===== config.mk =====
export PLATFORM = sky130hd
export DESIGN_NAME = divp_top
export DESIGN_NICKNAME = d
export VERILOG_FILES = /design/src/design/divp_pkg.sv /design/src/design/divp_sel_if.sv /design/src/design/divp_picker.sv /design/src/design/divp_top.sv
export SDC_FILE = /design/constraint.sdc
export NUM_CORES = 1
export LEC_CHECK = 0
export BUFFER_PORTS_ARGS = -buffer_cell sky130_fd_sc_hd__buf_4
export CAP_MARGIN = 20
export CORE_MARGIN = 4
export CORE_UTILIZATION = 53
export DETAILED_ROUTE_END_ITERATION = 16
export PLACE_DENSITY_LB_ADDON = 0.3
export SLEW_MARGIN = 20
export SYNTH_ARGS = -nofsm -noshare
export SYNTH_HDL_FRONTEND = slang
export SYNTH_SLANG_ARGS = --single-unit

===== constraint.sdc =====
create_clock -name core_clk -period 2.4 [get_ports core_clk]
set_clock_uncertainty 0.15 [all_clocks]
set_input_delay 0.12 -clock core_clk [delete_from_list [all_inputs] [get_ports core_clk]]
set_output_delay 0.12 -clock core_clk [all_outputs]
set_load 0.005 [all_outputs]

===== src/design/divp_pkg.sv =====
package divp_pkg;
    // avalon register map (byte addresses), one word each
    localparam logic [3:0] ADDR_FLAGS = 4'h0;
    localparam logic [3:0] ADDR_MASK = 4'h4;
    localparam logic [3:0] ADDR_VECTOR = 4'h8;
    localparam logic [3:0] ADDR_IRQ_STATUS = 4'hc;
    localparam logic [3:0] ADDR_IRQ_MASK = 4'hc; // shares the status word
    // flag and mask field positions, shared layout
    localparam int BIT_EXT0 = 0;
    localparam int BIT_EXT1 = 1;
    localparam int BIT_EXT2 = 2;
    localparam int BIT_TIMER = 3;
    localparam int BIT_P0_RX = 4;
    localparam int BIT_P0_TX = 5;
    localparam int BIT_P2_RX = 6;
    localparam int BIT_P2_TX = 7;
    localparam int BIT_EXT3 = 8;
    localparam int BIT_HOST = 9;
    localparam int BIT_P1_RX = 10;
    localparam int BIT_P1_TX = 11;
    localparam int BIT_DMA4 = 12;
    localparam int BIT_DMA5 = 13;
    localparam int NUM_SRC = 14;
    localparam logic [15:0] FLAG_USED = 16'h3fff;
    localparam logic [15:0] FLAGS_RESET = 16'h0000;
    localparam logic [15:0] MASK_RESET = 16'h0000;
    // vector offsets
    localparam logic [6:0] VEC_RESET = 7'h00;
    localparam logic [6:0] VEC_NMI = 7'h04;
    localparam logic [6:0] VEC_TRAP_FIRST = 7'h08;
    localparam logic [6:0] VEC_TRAP_LAST = 7'h3c;
    localparam logic [6:0] VEC_MASKABLE_BASE = 7'h40;
    localparam logic [6:0] VEC_RSVD_FIRST = 7'h78;
    localparam logic [6:0] VEC_STEP = 7'h04;
    localparam logic [4:0] TRAP_FIRST_NUM = 5'h11;
    localparam logic [4:0] TRAP_LAST_NUM = 5'h1e;
    // fixed priorities of the non-maskable sources, plus the base for the maskable ones
    localparam logic [4:0] PRI_RESET = 5'h01;
    localparam logic [4:0] PRI_NMI = 5'h02;
    localparam logic [4:0] PRI_MASKABLE_BASE = 5'h03;
    localparam logic [4:0] PRI_NONE = 5'h00;
    // event bits in the block's own interrupt status
    localparam int EV_TAKEN = 0;
    localparam int EV_NMI = 1;
    localparam int EV_TRAP = 2;
    localparam int NUM_EV = 3;
endpackage


===== src/design/divp_sel_if.sv =====
`timescale 1ns/1ps
// pending sources to the priority picker and its answer
interface divp_sel_if;
    logic [13:0] pending;
    logic found;
    logic [3:0] index;
    modport picker (input pending, output found, output index);
    modport user (output pending, input found, input index);
endinterface


===== src/design/divp_picker.sv =====
`timescale 1ns/1ps
// lowest bit index wins, which is the lowest priority number
module divp_picker (
    divp_sel_if.picker sel
);
    // scan from the top so the lowest set bit is left last
    always_comb begin
        sel.found = 1'b0;
        sel.index = 4'h0;
        for (int i = divp_pkg::NUM_SRC - 1; i >= 0; i--) begin
            if (sel.pending[i]) begin
                sel.found = 1'b1;
                sel.index = 4'(i);
            end
        end
    end
endmodule // divp_picker


===== src/design/divp_top.sv =====
// Local design decisions: the address map and the Avalon-MM slave port.
`timescale 1ns/1ps
module divp_top (
    input wire logic core_clk,
    input wire logic sys_rst,
    input wire logic reset_pin,
    input wire logic soft_reset_trap,
    input wire logic nmi_req,
    input wire logic soft_trap_req,
    input wire logic [4:0] soft_trap_num,
    input wire logic ext_irq_0,
    input wire logic ext_irq_1,
    input wire logic ext_irq_2,
    input wire logic ext_irq_3,
    input wire logic timer_irq,
    input wire logic port0_rx_irq,
    input wire logic port0_tx_irq,
    input wire logic port1_rx_irq,
    input wire logic port1_tx_irq,
    input wire logic port2_rx_irq,
    input wire logic port2_tx_irq,
    input wire logic host_port_irq,
    input wire logic dma_ch4_irq,
    input wire logic dma_ch5_irq,
    input wire logic core_ack,
    output logic vec_valid,
    output logic [6:0] vec_offset,
    output logic [4:0] vec_priority,
    input wire logic [3:0] avs_address,
    input wire logic avs_read,
    input wire logic avs_write,
    input wire logic [31:0] avs_writedata,
    output logic [31:0] avs_readdata,
    output logic avs_waitrequest,
    output logic irq
);
    typedef enum logic [1:0] {DIVP_IDLE, DIVP_OFFER} divp_state_e;
    typedef struct packed {
        divp_state_e state;
        logic [15:0] flags;
        logic [15:0] mask;
        logic [6:0] vec;
        logic [4:0] pri;
        logic [3:0] src;
        logic maskable;
        logic [2:0] ev_status;
        logic [2:0] ev_mask;
        logic bus_ready;
        logic [31:0] rdata;
        logic [6:0] last_vec;
    } divp_s;

    divp_s r;
    divp_s next_r;
    logic [15:0] raw_req;
    logic [15:0] pend;
    divp_sel_if sel ();

    // source to flag bit placement, one function so bit map lives once
    function automatic logic [15:0] pack_sources(logic [13:0] s);
        pack_sources = {2'b00, s};
    endfunction

    // vector of a maskable flag index: base plus one step per bit
    function automatic logic [6:0] vec_of(logic [3:0] idx);
        vec_of = divp_pkg::VEC_MASKABLE_BASE
            + 7'({3'h0, idx} << 2);
    endfunction

    // bit order follows vector order, so lower index is higher priority
    assign raw_req = pack_sources({dma_ch5_irq, dma_ch4_irq, port1_tx_irq,
        port1_rx_irq, host_port_irq, ext_irq_3, port2_tx_irq, port2_rx_irq,
        port0_tx_irq, port0_rx_irq, timer_irq, ext_irq_2, ext_irq_1,
        ext_irq_0});
    assign pend = r.flags & r.mask & divp_pkg::FLAG_USED;
    assign sel.pending = pend[13:0];

    divp_picker u_picker (
        .sel(sel)
    );

    // a read is held one cycle so its data come from a flip-flop;
    // writes finish at once
    assign avs_waitrequest = avs_read && !r.bus_ready;
    assign avs_readdata = r.rdata;
    assign vec_valid = (r.state == DIVP_OFFER);
    assign vec_offset = r.vec;
    assign vec_priority = r.pri;
    assign irq = |(r.ev_status & r.ev_mask);

    // all state steps here; hardware sets beat software clears
    always_comb begin
        logic [15:0] clr;
        logic [15:0] set;
        logic [2:0] ev;
        clr = 16'h0000;
        set = raw_req & divp_pkg::FLAG_USED;
        ev = 3'h0;
        next_r = r;
        next_r.rdata = 32'h0000_0000;
        next_r.bus_ready = 1'b0;
        // register access; writing a one to a flag clears it
        if (avs_write) begin
            case (avs_address)
                divp_pkg::ADDR_FLAGS: clr = avs_writedata[15:0];
                divp_pkg::ADDR_MASK:
                    next_r.mask = avs_writedata[15:0]
                        & divp_pkg::FLAG_USED;
                divp_pkg::ADDR_IRQ_MASK:
                    next_r.ev_mask = avs_writedata[18:16];
                default: ;
            endcase
        end
        // first read cycle loads rdata, the next one completes the read;
        // a back-to-back read gets its own load cycle
        if (avs_read && !r.bus_ready) begin
            next_r.bus_ready = 1'b1;
            case (avs_address)
                divp_pkg::ADDR_FLAGS: next_r.rdata = {16'h0, r.flags};
                divp_pkg::ADDR_MASK: next_r.rdata = {16'h0, r.mask};
                divp_pkg::ADDR_VECTOR:
                    next_r.rdata = {9'h0, r.pri, 6'h0, r.src,
                        1'b0, r.last_vec};
                divp_pkg::ADDR_IRQ_STATUS:
                    next_r.rdata = {13'h0, r.ev_mask, 13'h0, r.ev_status};
                default: next_r.rdata = 32'h0000_0000;
            endcase
        end
        // sequencer: reset beats nmi beats trap beats maskable
        case (r.state)
            DIVP_IDLE: begin
                if (reset_pin || soft_reset_trap) begin
                    next_r.vec = divp_pkg::VEC_RESET;
                    next_r.pri = divp_pkg::PRI_RESET;
                    next_r.maskable = 1'b0;
                    next_r.state = DIVP_OFFER;
                end else if (nmi_req) begin
                    next_r.vec = divp_pkg::VEC_NMI;
                    next_r.pri = divp_pkg::PRI_NMI;
                    next_r.maskable = 1'b0;
                    next_r.state = DIVP_OFFER;
                    ev[divp_pkg::EV_NMI] = 1'b1;
                end else if (soft_trap_req
                    && soft_trap_num >= divp_pkg::TRAP_FIRST_NUM
                    && soft_trap_num <= divp_pkg::TRAP_LAST_NUM) begin
                    // trap n sits at 4*(n-15), first trap at 08h
                    next_r.vec = divp_pkg::VEC_TRAP_FIRST
                        + 7'({soft_trap_num - divp_pkg::TRAP_FIRST_NUM,
                        2'b00});
                    next_r.pri = divp_pkg::PRI_NONE;
                    next_r.maskable = 1'b0;
                    next_r.state = DIVP_OFFER;
                    ev[divp_pkg::EV_TRAP] = 1'b1;
                end else if (sel.found) begin
                    next_r.src = sel.index;
                    next_r.vec = vec_of(sel.index);
                    next_r.pri = divp_pkg::PRI_MASKABLE_BASE
                        + 5'({1'b0, sel.index});
                    next_r.maskable = 1'b1;
                    next_r.state = DIVP_OFFER;
                end
            end
            DIVP_OFFER: begin
                // core takes the vector; maskable flag cleared on take
                if (core_ack) begin
                    if (r.maskable)
                        clr[r.src] = 1'b1;
                    next_r.last_vec = r.vec;
                    next_r.state = DIVP_IDLE;
                    ev[divp_pkg::EV_TAKEN] = 1'b1;
                end
            end
            default: next_r.state = DIVP_IDLE;
        endcase
        next_r.flags = ((r.flags & ~clr) | set) & divp_pkg::FLAG_USED;
        // status clears as the read completes, only the bits it reported;
        // an event landing meanwhile or in that cycle survives
        if (avs_read && r.bus_ready
            && avs_address == divp_pkg::ADDR_IRQ_STATUS)
            next_r.ev_status = (r.ev_status & ~r.rdata[2:0]) | ev;
        else
            next_r.ev_status = r.ev_status | ev;
    end

    // single register for the whole state
    always_ff @(posedge core_clk or posedge sys_rst) begin
        if (sys_rst) begin
            r <= '{state: DIVP_IDLE, flags: divp_pkg::FLAGS_RESET,
                mask: divp_pkg::MASK_RESET, default: '0};
        end else begin
            r <= next_r;
        end
    end

    // offered vector never lands in the reserved span
    a_vec_not_rsvd: assert property (
        @(posedge core_clk) disable iff (sys_rst)
        vec_valid |-> vec_offset < divp_pkg::VEC_RSVD_FIRST
    ) else $error("vector in reserved range");

    // both reset sources give offset 00h, priority 1
    a_reset_vector: assert property (
        @(posedge core_clk) disable iff (sys_rst)
        (!vec_valid && reset_pin)
        |=> vec_offset == 7'h00 && vec_priority == 5'h01
    ) else $error("reset vector wrong");

    a_soft_reset_vec: assert property (
        @(posedge core_clk) disable iff (sys_rst)
        (!vec_valid && soft_reset_trap)
        |=> vec_offset == 7'h00 && vec_priority == 5'h01
    ) else $error("soft reset vector wrong");

    // nmi only loses to reset
    a_nmi_vector: assert property (
        @(posedge core_clk) disable iff (sys_rst)
        (!vec_valid && !reset_pin && !soft_reset_trap && nmi_req)
        |=> vec_offset == 7'h04 && vec_priority == 5'h02
    ) else $error("nmi vector wrong");

    // maskable source n: 40h plus four per step, priority n plus 3
    a_mask_step: assert property (
        @(posedge core_clk) disable iff (sys_rst)
        (vec_valid && r.maskable)
        |-> vec_offset == 7'h40 + 7'({r.src, 2'b00})
            && vec_priority == 5'(r.src) + 5'h03
    ) else $error("maskable vector off step");

    // traps carry no priority and stay inside their span
    a_trap_range: assert property (
        @(posedge core_clk) disable iff (sys_rst)
        (vec_valid && vec_priority == 5'h00)
        |-> vec_offset >= 7'h08 && vec_offset <= 7'h3c
    ) else $error("trap vector out of range");

    a_trap_first: assert property (
        @(posedge core_clk) disable iff (sys_rst)
        (!vec_valid && !reset_pin && !soft_reset_trap && !nmi_req
            && soft_trap_req && soft_trap_num == 5'h11)
        |=> vec_offset == 7'h08 && vec_priority == 5'h00
    ) else $error("first trap vector wrong");

    // at the choice, no lower pending bit was passed over
    a_lowest_first: assert property (
        @(posedge core_clk) disable iff (sys_rst)
        (vec_valid && !$past(vec_valid) && r.maskable)
        |-> ($past(pend[13:0]) & ((14'h2 << r.src) - 14'h1))
            == (14'h1 << r.src)
    ) else $error("higher priority skipped");

    // an offer stands unchanged until the core takes it
    a_offer_holds: assert property (
        @(posedge core_clk) disable iff (sys_rst)
        (vec_valid && !core_ack)
        |=> vec_valid && $stable(vec_offset) && $stable(vec_priority)
    ) else $error("offer dropped before take");

    // a request sets its own flag bit at the next edge
    a_flag_set: assert property (
        @(posedge core_clk) disable iff (sys_rst)
        dma_ch5_irq |=> r.flags[13]
    ) else $error("dma5 flag not set");

    a_port0_flag: assert property (
        @(posedge core_clk) disable iff (sys_rst)
        port0_rx_irq && port2_tx_irq |=> r.flags[4] && r.flags[7]
    ) else $error("low flag layout wrong");

    a_timer_flag: assert property (
        @(posedge core_clk) disable iff (sys_rst)
        ext_irq_0 && timer_irq |=> r.flags[0] && r.flags[3]
    ) else $error("timer flag layout wrong");

    a_ext3_flag: assert property (
        @(posedge core_clk) disable iff (sys_rst)
        ext_irq_3 && host_port_irq |=> r.flags[8] && r.flags[9]
    ) else $error("high flag layout wrong");

    a_dma4_flag: assert property (
        @(posedge core_clk) disable iff (sys_rst)
        dma_ch4_irq |=> r.flags[12]
    ) else $error("dma4 flag not set");

    // reserved bits never hold a one
    a_rsvd_zero: assert property (
        @(posedge core_clk) disable iff (sys_rst)
        r.flags[15:14] == 2'b00 && r.mask[15:14] == 2'b00
    ) else $error("reserved flag bits set");

    // main scenarios: each kind of take and a raised interrupt
    c_reset_taken: cover property (@(posedge core_clk)
        vec_valid && vec_offset == 7'h00 && core_ack);
    c_nmi_taken: cover property (@(posedge core_clk)
        vec_valid && vec_offset == 7'h04 && core_ack);
    c_trap_taken: cover property (@(posedge core_clk)
        vec_valid && vec_priority == 5'h00 && core_ack);
    c_dma5_taken: cover property (@(posedge core_clk)
        vec_valid && vec_offset == 7'h74 && core_ack);
    c_irq_out: cover property (@(posedge core_clk) irq);
endmodule // divp_top


==> impl_metrics.json <==
{
  "portBuffers": 82,
  "crit_path_start_kind": "flip-flop",
  "finalCritPeriodShare_pct": 92.88,
  "synthCells": 372,
  "mostFrequentLayoutCells": "buf_4 (91), dfrtp_1 (76), dlygate4sd3_1 (45)",
  "tns_ns": 0,
  "drv_cap": 0,
  "max_stage_delay_ns": 0.56,
  "slew_viol_final": 0,
  "busiest_layer": "met2",
  "initial_core_util_pct": 54.89,
  "use_met3_pct": 5.339,
  "io-pin-count": 111,
  "met1_usage_pct": 32.81,
  "vias": 3356,
  "vias_per_cell": 5.776,
  "critical_path_arrival_ns": 2.31,
  "drive_gt1_share_pct": 30.91,
  "rows": 31,
  "fmax_mhz": 448.6,
  "worstMarginPinSlew_ns": 0.6589,
  "async_flop_share_pct": 100.0,
  "power_density_nw_per_um2": 644.4,
  "synth_ff_type": "dfrtp_1",
  "die_w_um": 94.90,
  "grtUsageTotal_pct": 24.12,
  "place_ws_ns": 0.1959,
  "first_pass_iters": 5,
  "die-area_um2": 9006,
  "path_cells": "nand3_1 -> nor3_2 -> buf_4 -> a22oi_1 -> a21o_1 -> dlygate4sd3_1",
  "netlist_area_um2": 4003,
  "grt_max_degree": 40,
  "path_class": "flip-flop to flip-flop",
  "place_hpwl_um": 6926,
  "final_common_cell": "buf_4",
  "slowest_stage": "dlygate4sd3_1",
  "synth_edf_count": 0,
  "path_max_fanout": 8,
  "grt_pass1_vias": 3340,
  "yosys-top-cells-area": "dfrtp_1 (48%), buf_4 (8.4%), mux2_2 (6.2%), a22oi_1 (5.8%), nand2_1 (3.8%)",
  "grt_pass1_wl_um": 16620,
  "yosys.area.top_type": "dfrtp_1",
  "drt-initial-drc-count": 206,
  "yosys.area.top_type_share_pct": 48.14,
  "finalSetupViolCount": 0,
  "ys_seq_area_share_pct": 48.14,
  "grt_antenna_before_repair": 0,
  "synth_warnings": 0,
  "num-fill-cells": 542,
  "multi_input_area_um2": 1708,
  "cp-end-kind": "flip-flop",
  "hold-worst-slack_ns": 0.02865,
  "cts-root-buf": "clkbuf_8",
  "synth_area_per_cell_um2": 10.76,
  "slew_headroom_pct": 55.74,
  "wl_um": 10530,
  "required_ns": 2.48,
  "vdd_drop_max_mv": 0.3315,
  "status": "finished, final reports clean",
  "clkTransAtPathRegs_ns": 0.08,
  "layout_setup_ws_ns": 0.1710,
  "clock-sinks": 77,
  "cts_buffers": 9,
  "use_met2_pct": 37.87,
  "cts_tree": "built",
  "grt-ovfl-total": 0,
  "die_y_um": 94.90,
  "post_cts.repair.setup_buffers": 0,
  "finalHoldViolations": 0,
  "rsz0062_at_grt": "no",
  "period_needed_ns": 2.229,
  "antenna_cells": 0,
  "ant_nets": 0,
  "synthToLayoutAreaGrowth_pct": 28.95,
  "place_congestion": 0.8849,
  "h-tree-depth": 3,
  "fin_nets": 546,
  "coreArea_um2": 7292,
  "ys_ff_latch": 77,
  "hp-class": "input pin to flip-flop",
  "insertion_delay_ns": 0.34,
  "avgRoutedWirePerCell_um": 18.12,
  "p_leak_uw": 0.002329,
  "ff_latch_area_um2": 1928,
  "drc": 0,
  "ys_types": 52,
  "clock_path_buffers": 2
}
layer usage:
layer,vias to the layer above,wire [um]
li1,1502,-
met1,1629,4314
met4,0,238
met5,-,0
met3,27,967
met2,198,5009
Yosys cell counts, types with 2 or more instances:
cell and count:
a21o_1 17, a21oi_1 12, a222oi_1 3, a22o_1 4, a22oi_1 31, a22oi_2 4, a32o_1 2, a32oi_1 4
and3_1 9, buf_2 3, buf_4 45, clkbuf_1 7, dfrtp_1 77, ha_1 5, inv_1 12, mux2_2 22
nand2_1 41, nand2b_1 2, nand3_1 4, nor2_1 13, nor2b_1 4, nor3_1 7, nor3_2 2, nor4_4 2
o21ai_0 7, o21ai_1 4, xnor2_1 4
cell type report:
type                            count  area share [%]
Timing Repair Buffer              137           22.35
Multi-Input combinational cell    240           33.09
Clock buffer                       13           3.079
Tap cell                           99           2.400
Inverter                           12          0.8727
Sequential cell                    77           37.36
Clock inverter                      3          0.8485
worst max-delay path, delay by kind of cell, from the launching register on:
family | cells | cell delay, ns
flops | 1 | 0.46
buf+inv | 2 | 0.74
compound gates | 2 | 0.28
simple gates | 2 | 0.49
state kept, by name, indices dropped and copies added, names as in the netlist:
name	flops
avs_readdata	21
vec_offset	5
vec_priority	5
r	46
worst paths after layout:
check	cells after the start	from	endpoint	slack, ns
worst max-delay path	6	r[95]	r[87]	0.17
worst min-delay path	4	soft_reset_trap	vec_priority[0]	0.03
worst max register to register	6	r[95]	r[87]	0.17
worst min register to register	2	r[46]	r[46]	0.36
max in group asynchronous	4	sys_rst	r[64]	1.20
min in group asynchronous	3	sys_rst	avs_readdata[1]	0.28
stage by stage:
stage	instances	power [uW]	area (um^2)	util (%)
6_report	581	3326	5161	70.78
4_1_cts	581	3297	5149	70.61
5_1_grt	581	3475	5161	70.78
3_5_place_dp	520	2252	4496	61.65
3_3_place_gp	520	2230	4496	61.65
2_1_floorplan	384	2019	4048	-
what timing repair did:
item,CTS,global route
endpoints found under the hold margin,60,0
gates resized for setup,0,4
hold buffers,45,0
setup endpoints to repair,0,6
logic make-up after synthesis:
logic type                 Yosys count  share of synthesized area [%]
xor gates and xnor gates             5                          1.094
adders and majority gates            5                          1.563
AOI/OAI and AO/OA                  104                          20.10
muxes                               22                          6.189
buffers and inverters               67                          10.60
and+or+nand+nor                     91                          12.22
DFF                                 77                          48.14
other                                1                        0.09369
power breakdown:
group	internal [uW]	switching, uW	total [uW]	leakage, uW
Sequential	1430	170	1600	0.000948
Combinational	357	356	713	0.00128
Clock	539	476	1020	0.000104
(Power assumes the default switching activity.)
